[src/mlt_pkg.sv]
// package: constants and types for the motion load timer
package mlt_pkg;
    // system clock and timebase
    localparam int unsigned CLK_HZ          = 40000000;
    localparam int unsigned TICK_S          = 1;
    localparam int unsigned TICK_CYCLES     = CLK_HZ * TICK_S;
    // short hold, in seconds
    localparam int unsigned SHORT_HOLD_S    = 10;
    // late-window retrigger figures, in seconds
    localparam int unsigned LATE_MIN_DELAY_S = 5 * 60;
    localparam int unsigned LATE_WINDOW_S   = 60;
    // setting sampling period, in seconds
    localparam int unsigned SAMPLE_PERIOD_S = 3;
    // quantiser: 16 raw levels, top two merged into 15
    localparam int unsigned RAW_LEVELS      = 16;
    localparam int unsigned SET_LEVELS      = 15;
    localparam int unsigned LVL_W           = 4;
    localparam int unsigned SEC_W           = 16;
    localparam logic [3:0]  LVL_MAX         = 4'he;
    // reset values
    localparam logic [3:0]  LVL_RST         = 4'h0;
    localparam logic [15:0] SEC_RST         = 16'h0000;

    // relay timing states
    typedef enum logic [1:0] {
        MLT_IDLE,
        MLT_SHORT,
        MLT_FULL
    } mlt_state_t;

    // quantised settings presented to the outside
    typedef struct packed {
        logic [3:0] sens_level;
        logic [3:0] delay_level;
    } mlt_levels_t;
endpackage

[src/mlt_motion_load_timer.sv]
// file: relay timing and setting sampling for the motion load timer
`timescale 1ns/1ps

module mlt_motion_load_timer #(
    parameter int unsigned TICK_CYCLES  = mlt_pkg::TICK_CYCLES,
    parameter bit          SHORT_HOLD_EN = 1'b1,
    parameter bit          LATE_MODE_EN  = 1'b1,
    parameter int unsigned ADC_W         = 10,
    // on-time in seconds per delay level, level 0 in the low word
    parameter logic [15*16-1:0] DELAY_TABLE = {
        16'h0708, 16'h0546, 16'h0384, 16'h02d0, 16'h0258,
        16'h01e0, 16'h012c, 16'h00f0, 16'h00b4, 16'h0078,
        16'h003c, 16'h001e, 16'h000f, 16'h000a, 16'h0005}
) (
    // clock and reset
    input  wire logic             i_sys_clk,
    input  wire logic             i_arst_n,
    // detection engine and light comparator
    input  wire logic             i_motion,
    input  wire logic             i_light_ok,
    // setting inputs, already converted
    input  wire logic [ADC_W-1:0] i_sensitivity_setting_input,
    input  wire logic [ADC_W-1:0] i_delay_setting_input,
    // relay drive and status
    output logic                  o_relay_on,
    output logic                  o_short_hold,
    output mlt_pkg::mlt_levels_t  o_levels
);
    localparam int unsigned TW = $clog2(TICK_CYCLES + 1);

    mlt_pkg::mlt_state_t state_reg;
    logic [TW-1:0]       tick_cnt_reg;
    logic                tick;
    logic [1:0]          samp_cnt_reg;
    logic                samp_sel_reg;
    logic [15:0]         remain_reg;
    logic [15:0]         full_delay;
    logic                late_active;
    logic                accept;
    logic [3:0]          sens_q;
    logic [3:0]          dly_q;

    // one-second timebase
    always_ff @(posedge i_sys_clk or negedge i_arst_n) begin
        if (!i_arst_n) begin
            tick_cnt_reg <= '0;
        end else if (tick_cnt_reg == TW'(TICK_CYCLES - 1)) begin
            tick_cnt_reg <= '0;
        end else begin
            tick_cnt_reg <= tick_cnt_reg + 1'b1;
        end
    end
    assign tick = (tick_cnt_reg == TW'(TICK_CYCLES - 1));

    always_comb begin
        sens_q = i_sensitivity_setting_input[ADC_W-1 -: 4];
        dly_q  = i_delay_setting_input[ADC_W-1 -: 4];
        if (sens_q > mlt_pkg::LVL_MAX) begin
            sens_q = mlt_pkg::LVL_MAX;
        end
        if (dly_q > mlt_pkg::LVL_MAX) begin
            dly_q = mlt_pkg::LVL_MAX;
        end
    end

    always_ff @(posedge i_sys_clk or negedge i_arst_n) begin
        if (!i_arst_n) begin
            samp_cnt_reg <= 2'h0;
            samp_sel_reg <= 1'b0;
            o_levels     <= '{sens_level: mlt_pkg::LVL_RST, delay_level: mlt_pkg::LVL_RST};
        end else if (tick) begin
            if (samp_cnt_reg == 2'(mlt_pkg::SAMPLE_PERIOD_S - 1)) begin
                samp_cnt_reg <= 2'h0;
                samp_sel_reg <= ~samp_sel_reg;
                if (samp_sel_reg) begin
                    o_levels.delay_level <= dly_q;
                end else begin
                    o_levels.sens_level <= sens_q;
                end
            end else begin
                samp_cnt_reg <= samp_cnt_reg + 1'b1;
            end
        end
    end

    assign full_delay = DELAY_TABLE[o_levels.delay_level*16 +: 16];

    assign late_active = LATE_MODE_EN
                      && (full_delay >= 16'(mlt_pkg::LATE_MIN_DELAY_S))
                      && (remain_reg > 16'(mlt_pkg::LATE_WINDOW_S));
    // accept motion at once unless late window gates it
    assign accept = i_motion && !late_active;

    // relay state machine
    always_ff @(posedge i_sys_clk or negedge i_arst_n) begin
        if (!i_arst_n) begin
            state_reg  <= mlt_pkg::MLT_IDLE;
            remain_reg <= mlt_pkg::SEC_RST;
        end else begin
            case (state_reg)
                mlt_pkg::MLT_IDLE: begin
                    if (i_motion && i_light_ok) begin
                        // short hold capped at 10 s
                        if (SHORT_HOLD_EN
                            && full_delay > 16'(mlt_pkg::SHORT_HOLD_S)) begin
                            state_reg  <= mlt_pkg::MLT_SHORT;
                            remain_reg <= 16'(mlt_pkg::SHORT_HOLD_S);
                        end else begin
                            state_reg  <= mlt_pkg::MLT_FULL;
                            remain_reg <= full_delay;
                        end
                    end
                end
                mlt_pkg::MLT_SHORT: begin
                    if (i_motion) begin
                        state_reg  <= mlt_pkg::MLT_FULL;
                        remain_reg <= full_delay;
                    end else if (tick) begin
                        if (remain_reg <= 16'h0001) begin
                            state_reg  <= mlt_pkg::MLT_IDLE;
                            remain_reg <= 16'h0000;
                        end else begin
                            remain_reg <= remain_reg - 1'b1;
                        end
                    end
                end
                mlt_pkg::MLT_FULL: begin
                    if (accept) begin
                        remain_reg <= full_delay;
                    end else if (tick) begin
                        if (remain_reg <= 16'h0001) begin
                            state_reg  <= mlt_pkg::MLT_IDLE;
                            remain_reg <= 16'h0000;
                        end else begin
                            remain_reg <= remain_reg - 1'b1;
                        end
                    end
                end
                default: begin
                    state_reg  <= mlt_pkg::MLT_IDLE;
                    remain_reg <= 16'h0000;
                end
            endcase
        end
    end

    // registered relay outputs, follow state one cycle later
    always_ff @(posedge i_sys_clk or negedge i_arst_n) begin
        if (!i_arst_n) begin
            o_relay_on   <= 1'b0;
            o_short_hold <= 1'b0;
        end else begin
            o_relay_on   <= (state_reg != mlt_pkg::MLT_IDLE);
            o_short_hold <= (state_reg == mlt_pkg::MLT_SHORT);
        end
    end
endmodule

[config.mk]
export PLATFORM = sky130hd
export DESIGN_NAME = mlt_motion_load_timer
export DESIGN_NICKNAME = d
export VERILOG_FILES = /design/src/mlt_pkg.sv /design/src/mlt_motion_load_timer.sv
export SDC_FILE = /design/constraint.sdc
export NUM_CORES = 1
export LEC_CHECK = 0
export ABC_AREA = 1
export BUFFER_PORTS_ARGS = -buffer_cell sky130_fd_sc_hd__buf_4
export CAP_MARGIN = 40
export CORE_MARGIN = 1.5
export CORE_UTILIZATION = 45
export DETAILED_ROUTE_END_ITERATION = 8
export GPL_TIMING_DRIVEN = 0
export SLEW_MARGIN = 20
export SYNTH_ARGS = -nofsm -noshare
export SYNTH_HDL_FRONTEND = slang
export SYNTH_SLANG_ARGS = --single-unit
[constraint.sdc]
create_clock -name i_sys_clk -period 3.8 [get_ports i_sys_clk]
set_clock_uncertainty 0.2 [all_clocks]
set_input_delay 0.19 -clock i_sys_clk [delete_from_list [all_inputs] [get_ports i_sys_clk]]
set_output_delay 0.19 -clock i_sys_clk [all_outputs]
set_load 0.02 [all_outputs]
Word level (Yosys, flattened, before mapping). Cells that the tools add are included.

Eq/ne operators: 6. $lt $le $gt $ge: 6. Reductions and logical operators: 10. Shift-type cells: 1. Muxes and demuxes: 18. Bitwise logic cells: 1. $add $sub $neg: 3.

Operator list (count): 240-bit by 9-bit indexed part select with 16-bit output, first input constant (1); 16-bit 2-to-1 mux (6); 16-bit case mux with 3 select lines (1); 26-bit by 1-bit adder with 26-bit output, second input constant (1); 26-bit == test, second input constant (1); 26-bit 2-to-1 mux (1); 16-bit by 9-bit >= comparator with 1-bit output, second input constant (1); 16-bit by 4-bit greater-than comparator with 1-bit output, second input constant (1); 16-bit by 6-bit greater-than comparator with 1-bit output, second input constant (1); 16-bit by 1-bit <= comparator with 1-bit output, second input constant (1); 16-bit by 1-bit subtractor with 16-bit output, second input constant (1); 2-bit 2-to-1 mux (7); 4-bit greater-than comparator, second input constant (2); 4-bit 2-to-1 mux (2); 2-bit case mux with 3 select lines (1); 3-bit AND reduction (2); 2-bit == test, second input constant (2); 2-bit inequality test, second input constant (2); 2-bit AND reduction (2); 1-bit logical AND (3); 2-bit by 1-bit adder with 2-bit output, second input constant (1); 2-bit by 1-bit == test with 1-bit output, second input constant (1); 2-bit zero test (1); 2-bit nonzero test (1); other kinds (2) (2).

Register bits after elaboration: 57. Input port bits: 24. Logic and storage cells: 54. Output and inout port bits: 10.

Depth between registers and ports, before layout. Gate-level depths: netlist of the first run.

Depth in word-level cells: 7. Mapped depth: 18. Mapped depth without buffers: 18.

Worst setup path before layout of the first run. Ideal clock, no wire load.

Kind: reg2reg. From: reg o_levels[1] (netlist bit). To: reg remain_reg[9]. Library setup time: 127 ps. Arrival time: 1997 ps. Cell stages (with the launch flop): 18. Buffers on the path: 1. Path slack: 1476 ps. Cell sequence: dfrtp_1 > inv_1 > ha_1 > nand2_1 > nand3_1 > nand2_1 > nand2_1 > nor2_1 > nand2_1 > nand2_1 > nand2_1 > nand2_2 > nand2_4 > nand2_4 > buf_6 > nand2_1 > nand3_1 > nand3b_1.

Word-level cells in the longest chain between the ends: 7. Elaborated cells on any way between the ends: 11. Classes of those cells: order compare: 2; shift: 1; mux: 5; reduce/logical: 3.

Ends and longest elaborated chain: from (decl) (RTL line mlt_motion_load_timer.sv:27) `output mlt_pkg::mlt_levels_t o_levels`; from (signal assigned) (RTL line mlt_motion_load_timer.sv:70) `o_levels <= '{sens_level: mlt_pkg::LVL_RST, delay_level: mlt_pkg::LVL_RST};`; 240-bit by 9-bit indexed part select with 16-bit output * (RTL line mlt_motion_load_timer.sv:86) `assign full_delay = DELAY_TABLE[o_levels.delay_level*16 +: 16];`; 16-bit by 9-bit >= comparator with 1-bit output (RTL line mlt_motion_load_timer.sv:89) `&& (full_delay >= 16'(mlt_pkg::LATE_MIN_DELAY_S))`; 1-bit logical AND (RTL line mlt_motion_load_timer.sv:90) `&& (remain_reg > 16'(mlt_pkg::LATE_WINDOW_S));`; 1-bit zero test (RTL line mlt_motion_load_timer.sv:92) `assign accept = i_motion && !late_active;`; 1-bit logical AND (RTL line mlt_motion_load_timer.sv:92); 16-bit 2-to-1 mux (RTL line mlt_motion_load_timer.sv:128) `if (accept) begin`; 16-bit case mux with 3 select lines * (RTL line mlt_motion_load_timer.sv:100) `case (state_reg)`; to (signal assigned) (RTL line mlt_motion_load_timer.sv:98) `remain_reg <= mlt_pkg::SEC_RST;`; to (signal assigned) (RTL line mlt_motion_load_timer.sv:107) `remain_reg <= 16'(mlt_pkg::SHORT_HOLD_S);`; to (signal assigned) (RTL line mlt_motion_load_timer.sv:129) `remain_reg <= full_delay;`; to (decl) (RTL line mlt_motion_load_timer.sv:36) `logic [15:0] remain_reg;`.

Every way passes the cells marked *; elsewhere a longest branch is shown, timed or not. The select of a mux whose other input is x is not followed. A chain may end at the register's enable or synchronous reset.

Final worst setup path of the first run.
From: reg o_levels[1] (netlist bit). To: reg remain_reg[10].

Same word-level chain as after synthesis.

==> flow_summary.toml, run 1 <==
[status]
outcome = "finished clean"

[final_layout]
largest_reg_flops = 26
design_area_um2 = 4570
final_cell_mix = "nand2_1, inv_1, nor2_1"
nNetsFinal = 642
synthToLayoutAreaGrowth_pct = 15.5
n_fill_cell = 869
layout_commonest_cell = "nand2_1"
drive_gt1_share_pct = 11.6
antenna_cells = 0

[timing]
period_share_pct = 70.0
slew_violations = 0
relSlewSlack_pct = 52.9
setup_viol = 0
setup_tns_ps = 0
tightest_slew_ps = 703
fmax_mhz = 376
grt_setup_unrepaired = "no"
period_minus_slack_ps = 2660
finalHoldViolCount = 0

[synth]
ys_ff_latch = 57
yosysUniqueCellTypes = 35
avgSynthCellArea_um2 = 6.99
syn-num-nets = 600
synth_area_um2 = 3960
synthCells = 566
ys_warn_count = 0
yosysSeqAreaShare_pct = 36.1

[clocking]
cts_setup_buffers = 0
clock_latency_ps = 340
cts_tree = "built"
path_clk_slew_ps = 80
root_buffer = "clkbuf_8"
post_cts_resize_count = 0
cts-htree-levels = 3
numCtsBuffers = 9
clockBufferDepth = 2
cts.sink_count = 57

[routing]
vias_per_cell = 5.09
wl_met3_um = 393
dr_wl_met2_um = 4360
routed-via-count = 3673
drt-met1-wl_um = 4800
wl_um = 9690
first_iter_violations = 177
ant_nets = 0
highest_layer = "met4"
drt-pass1-iter-count = 5
wl_per_cell_um = 13.4
drcViolationCount = 0

[floorplan]
rows = 34
fp.dieH_um = 96.8
coreArea_um2 = 8640
io_pins = 34
start_util_pct = 45.8
die_area_um2 = 9360
die_w_um = 96.8

[critical_path]
r2r_cells = 16
crit_fanout = 10
r2r-start = "o_levels[1]"
cp-end-kind = "flip-flop"
path_class = "flip-flop to flip-flop"
cp-start-kind = "flip-flop"
cpMostUsedCell = "nand2_1"
max_stage_delay_ps = 470
cp.required_ps = 3810
worst_path_max_delay_cell = "dfrtp_1"
reg2reg_slack_ps = 1140
rr_endpoint = "remain_reg[10]"
critical_path.cell_chain = "inv_1 -> ha_1 -> nand2_1 -> nand3_1 -> nand2_1 -> nor2_1 -> nand2_1 -> nand2_1 -> nand2_1 -> nand2_2 -> nand2_4 -> nand2_4 -> buf_6 -> nand2_1 -> nand3_1 -> nand3b_1"
arrival_ps = 2670

[grt]
overflow = 0
antenna_found_initial = 0
grt_max_degree = 58
grtUsageTotal_pct = 21.9
grt_pass1_vias = 3517
grt_pass1_wl_um = 16900

[flow_run]
maxCapViolations = 0

[power]
p_leak_nw = 2.29
total_power_mw = 2.19
ir_worst_vdd_uv = 300
p_per_area_nw_per_um2 = 480

[worst_hold_path]
hold_class = "input port to flip-flop"
min_from = "i_motion"
min_delay_worst_endpoint = "remain_reg[5]"
hold_depth = 4

[placement]
place_area_um2 = 4250
place_hpwl_um = 7090
io_buffers = 21
routabilityCongestion = 0.877
layer usage:
layer,global-route usage (%),up-vias
met2,34.6,75
met5,0,-
li1,-,1910
met1,30.6,1674
met3,4.26,14
met4,6.13,0
through the flow:
step           worst slack [ps]  std cells  utilization [%]  hold WS, ps
6_report                   1140        721             52.9         36.0
5_1_grt                     949        721             52.9         86.6
4_1_cts                    1140        720             52.6         19.1
3_5_place_dp               1170        695             49.2          112
3_3_place_gp               1250        695             49.2          110
2_1_floorplan              1480        566                -         -306
cells by family (layout without fill, tap and decap cells):
kind of cell,count (synthesis),after routing,share of synthesized area (%)
and+or+nand+nor,302,302,35.3
AOI/OAI and AO/OA,85,85,11.7
buffers and inverters,92,139,9.40
xor gates and xnor gates,20,20,4.43
adders and majority gates,10,10,3.16
DFF,57,57,36.1
cells in the mapped netlist, drive strengths merged:
cell type | number | area (um2)
a21o | 1 | 7.51
xor2 | 14 | 123
clkinv | 1 | 3.75
buf | 5 | 45.0
clkbuf | 2 | 7.51
ha | 10 | 125
nor2 | 72 | 313
o21ai | 47 | 235
a31oi | 3 | 18.8
o21ba | 1 | 10.0
nand4 | 12 | 87.6
nand2 | 149 | 587
nand3b | 6 | 45.0
a21oi | 21 | 105
o2111ai | 1 | 8.76
o31ai | 2 | 15.0
nor4 | 4 | 25.0
nand3 | 43 | 243
xnor2 | 6 | 52.6
o22ai | 5 | 31.3
dfrtp | 57 | 1430
o211ai | 4 | 30.0
inv | 84 | 315
nor3 | 16 | 95.1
power breakdown:
part,internal (mW),leakage [nW],switching (mW)
Clock,0.308,0.100,0.282
Combinational,0.287,1.46,0.567
Sequential,0.670,0.729,0.0767
worst max-delay path: cells and delay by family (launching register included):
family	cells	cell delay [ps]
AND/OR/NAND/NOR	13	1180
flip-flops	1	470
buffers and inverters	2	390
adder cells (fa/ha/maj)	1	280
worst max-delay path by stage:
stage,start,endpoint,slack [ps],depth (start not counted)
2_1_floorplan,o_levels[1],remain_reg[9],1480,17
3_3_place_gp,o_levels[1],remain_reg[10],1250,16
3_5_place_dp,o_levels[1],remain_reg[10],1170,16
4_1_cts,o_levels[1],remain_reg[10],1140,16
5_1_grt,o_levels[1],remain_reg[10],950,16
6_report,o_levels[1],remain_reg[10],1140,16
repair_timing:
action                                  in CTS  in global routing
endpoints found under the setup margin       0                  0
hold buffers                                 9                  0
endpoints found under the hold margin       65                  0
area by class of cell:
| type | count | area, um2 | share of cell area, % |
|---|---|---|---|
| clock buffers | 9 | 124 | 2.71 |
| well taps | 108 | 135 | 2.96 |
| inverters | 85 | 319 | 6.99 |
| clock inverters | 7 | 77.6 | 1.70 |
| multi-input cells | 417 | 2160 | 47.2 |
| flip-flops and latches | 57 | 1430 | 31.2 |
| repair buffers | 31 | 275 | 6.03 |
| plain buffers | 7 | 52.6 | 1.15 |
Note: power is estimated with default switching activity, not from simulation.
==> run 2: changes to the inputs <==
clock period = 2.5 ns   (was 3.8 ns; I/O delays follow)
==> flow_summary.toml, run 2 (synthesis gave the netlist of run 1 again) <==
[critical_path]
path_class = "flip-flop to flip-flop"
worst_path_max_delay_cell = "dfrtp_2"
r2r-start = "o_levels[0]"
crit_fanout = 7
cpMostUsedCell = "nand2_1"
crit_path_end = "remain_reg[10]"
r2r_cells = 17
critical_path.top_delay_family = "simple AND/OR/NAND/NOR gates"
critPathBufInv = 3
rr_endpoint = "remain_reg[10]"
cp-end-kind = "flip-flop"
cp-start-kind = "flip-flop"
arrival_ps = 2510
reg2reg_slack_ps = 60
critical_path.cell_chain = "inv_4 -> ha_1 -> inv_1 -> nand2_1 -> nand3_1 -> nand2_2 -> nor2_4 -> nand2_1 -> nand2_1 -> nand2_1 -> nand2_2 -> nand2_4 -> nand2_8 -> clkinvlp_4 -> nand2_2 -> nand3_2 -> nand3b_1"
crit_start = "o_levels[0]"
cp.required_ps = 2570
max_stage_delay_ps = 490
cp.depth = 17

[power]
p_switching_mw = 1.45
pwr-share-clk_pct = 26.2
seqPwrFrac_pct = 33.1
p_per_area_nw_per_um2 = 709
total_power_mw = 3.43
p_int_mw = 1.98
pwr-share-comb_pct = 40.7
swShare_pct = 42.2
p_leak_nw = 2.37
ir_worst_vdd_uv = 459

[timing]
finalHoldViolCount = 0
fmax_mhz = 410
tightest_slew_ps = 719
period_share_pct = 97.6
setup_tns_ps = 0
grt_setup_unrepaired = "yes"
fin_hold_ws_ps = 14.4
slew_violations = 0
relSlewSlack_pct = 51.9
setup_viol = 0
period_minus_slack_ps = 2440

[grt]
grt_pass1_vias = 3529
antenna_found_initial = 0
grt_max_degree = 58
grtUsageTotal_pct = 21.9
grt_pass1_wl_um = 16900
overflow = 0

[placement]
routabilityCongestion = 0.877
place_area_um2 = 4250
io_buffers = 21
place_hpwl_um = 7090

[clocking]
clockBufferDepth = 2
cts.sink_count = 57
clock_latency_ps = 350
cts-htree-levels = 3
numCtsBuffers = 9
root_buffer = "clkbuf_8"
path_clk_slew_ps = 80
cts_tree = "built"

[floorplan]
start_util_pct = 45.8
die_area_um2 = 9360
die_w_um = 96.8
coreArea_um2 = 8640
io_pins = 34
rows = 34
fp.dieH_um = 96.8

[final_layout]
design_area_um2 = 4840
synthToLayoutAreaGrowth_pct = 22.5
nNetsFinal = 657
layout_commonest_cell = "nand2_1"
antenna_cells = 0
drive_gt1_share_pct = 17.5
final_cell_mix = "nand2_1, inv_1, nor2_1"
largest_reg_flops = 26
n_fill_cell = 841

[routing]
drcViolationCount = 0
vias_per_cell = 5.15
wl_um = 10100
drt-pass1-iter-count = 4
wl_per_cell_um = 13.8
first_iter_violations = 160
ant_nets = 0
routed-via-count = 3793

[status]
outcome = "finished clean"

[flow_run]
maxCapViolations = 0

[worst_hold_path]
hold_class = "input port to async pin"
run 2: changes by cell type in the layout (fill, tap and decap cells not counted), sizes merged:
cell         previous run  this run
buf                    27        38
clkbuf                 11        13
dlygate4sd3             9        11
inv                    86        84
clkinv                  4         5
clkinvlp                1         2
run 2: per-layer routing:
metal	routed length, um	global-route usage (%)	vias up
li1	-	-	1944
met1	4900	30.7	1788
met2	4770	34.7	47
met3	355	4.26	14
met4	114	6.13	0
met5	0	0	-
run 2: worst min-delay path by stage:
| stage | start | end | depth (start not counted) |
|---|---|---|---|
| 2_1_floorplan | i_arst_n | o_levels[0] | 0 |
| 3_3_place_gp | i_arst_n | tick_cnt_reg[14] | 1 |
| 3_5_place_dp | i_arst_n | tick_cnt_reg[13] | 1 |
| 4_1_cts | i_light_ok | remain_reg[13] | 4 |
| 5_1_grt | i_arst_n | tick_cnt_reg[14] | 2 |
| 6_report | i_arst_n | tick_cnt_reg[14] | 2 |
run 2: power groups by stage:
stage | Clock (mW) | Sequential, mW | Combinational (mW)
final | 0.902 | 1.14 | 1.40
after global routing | 0.964 | 1.15 | 1.57
after CTS | 0.928 | 1.13 | 1.29
after detailed placement | 0 | 1.15 | 1.26
after global placement | 0 | 1.15 | 1.25
after floorplan | 0 | 1.14 | 0.933
run 2: area by class of cell:
cell class	instances	area, um2	share of cell area (%)
plain buffers	7	56.3	1.16
clock buffers	9	124	2.56
clock inverters	7	77.6	1.60
inverters	85	333	6.87
multi-input cells	417	2290	47.3
flip-flops and latches	57	1430	29.5
well taps	108	135	2.79
repair buffers	46	400	8.26
run 2: what timing repair did:
| action | 4_1_cts | 5_1_grt |
|---|---|---|
| setup buffers | 0 | 12 |
| endpoints found under the setup margin | 16 | 23 |
| endpoints found under the hold margin | 66 | 0 |
| hold buffers | 11 | 0 |
| resized for setup | 6 | 37 |
| cloned | 0 | 1 |
| pin swaps | 0 | 10 |
run 2: through the flow:
step / utilization, % / setup WS (ps) / std cells
after global placement: 49.2 / -51.9 / 695
after CTS: 52.9 / 3.68 / 722
after floorplan: - / 176 / 566
final: 56.1 / 61.2 / 736
after detailed placement: 49.2 / -127 / 695
after global routing: 56.1 / -57.2 / 736
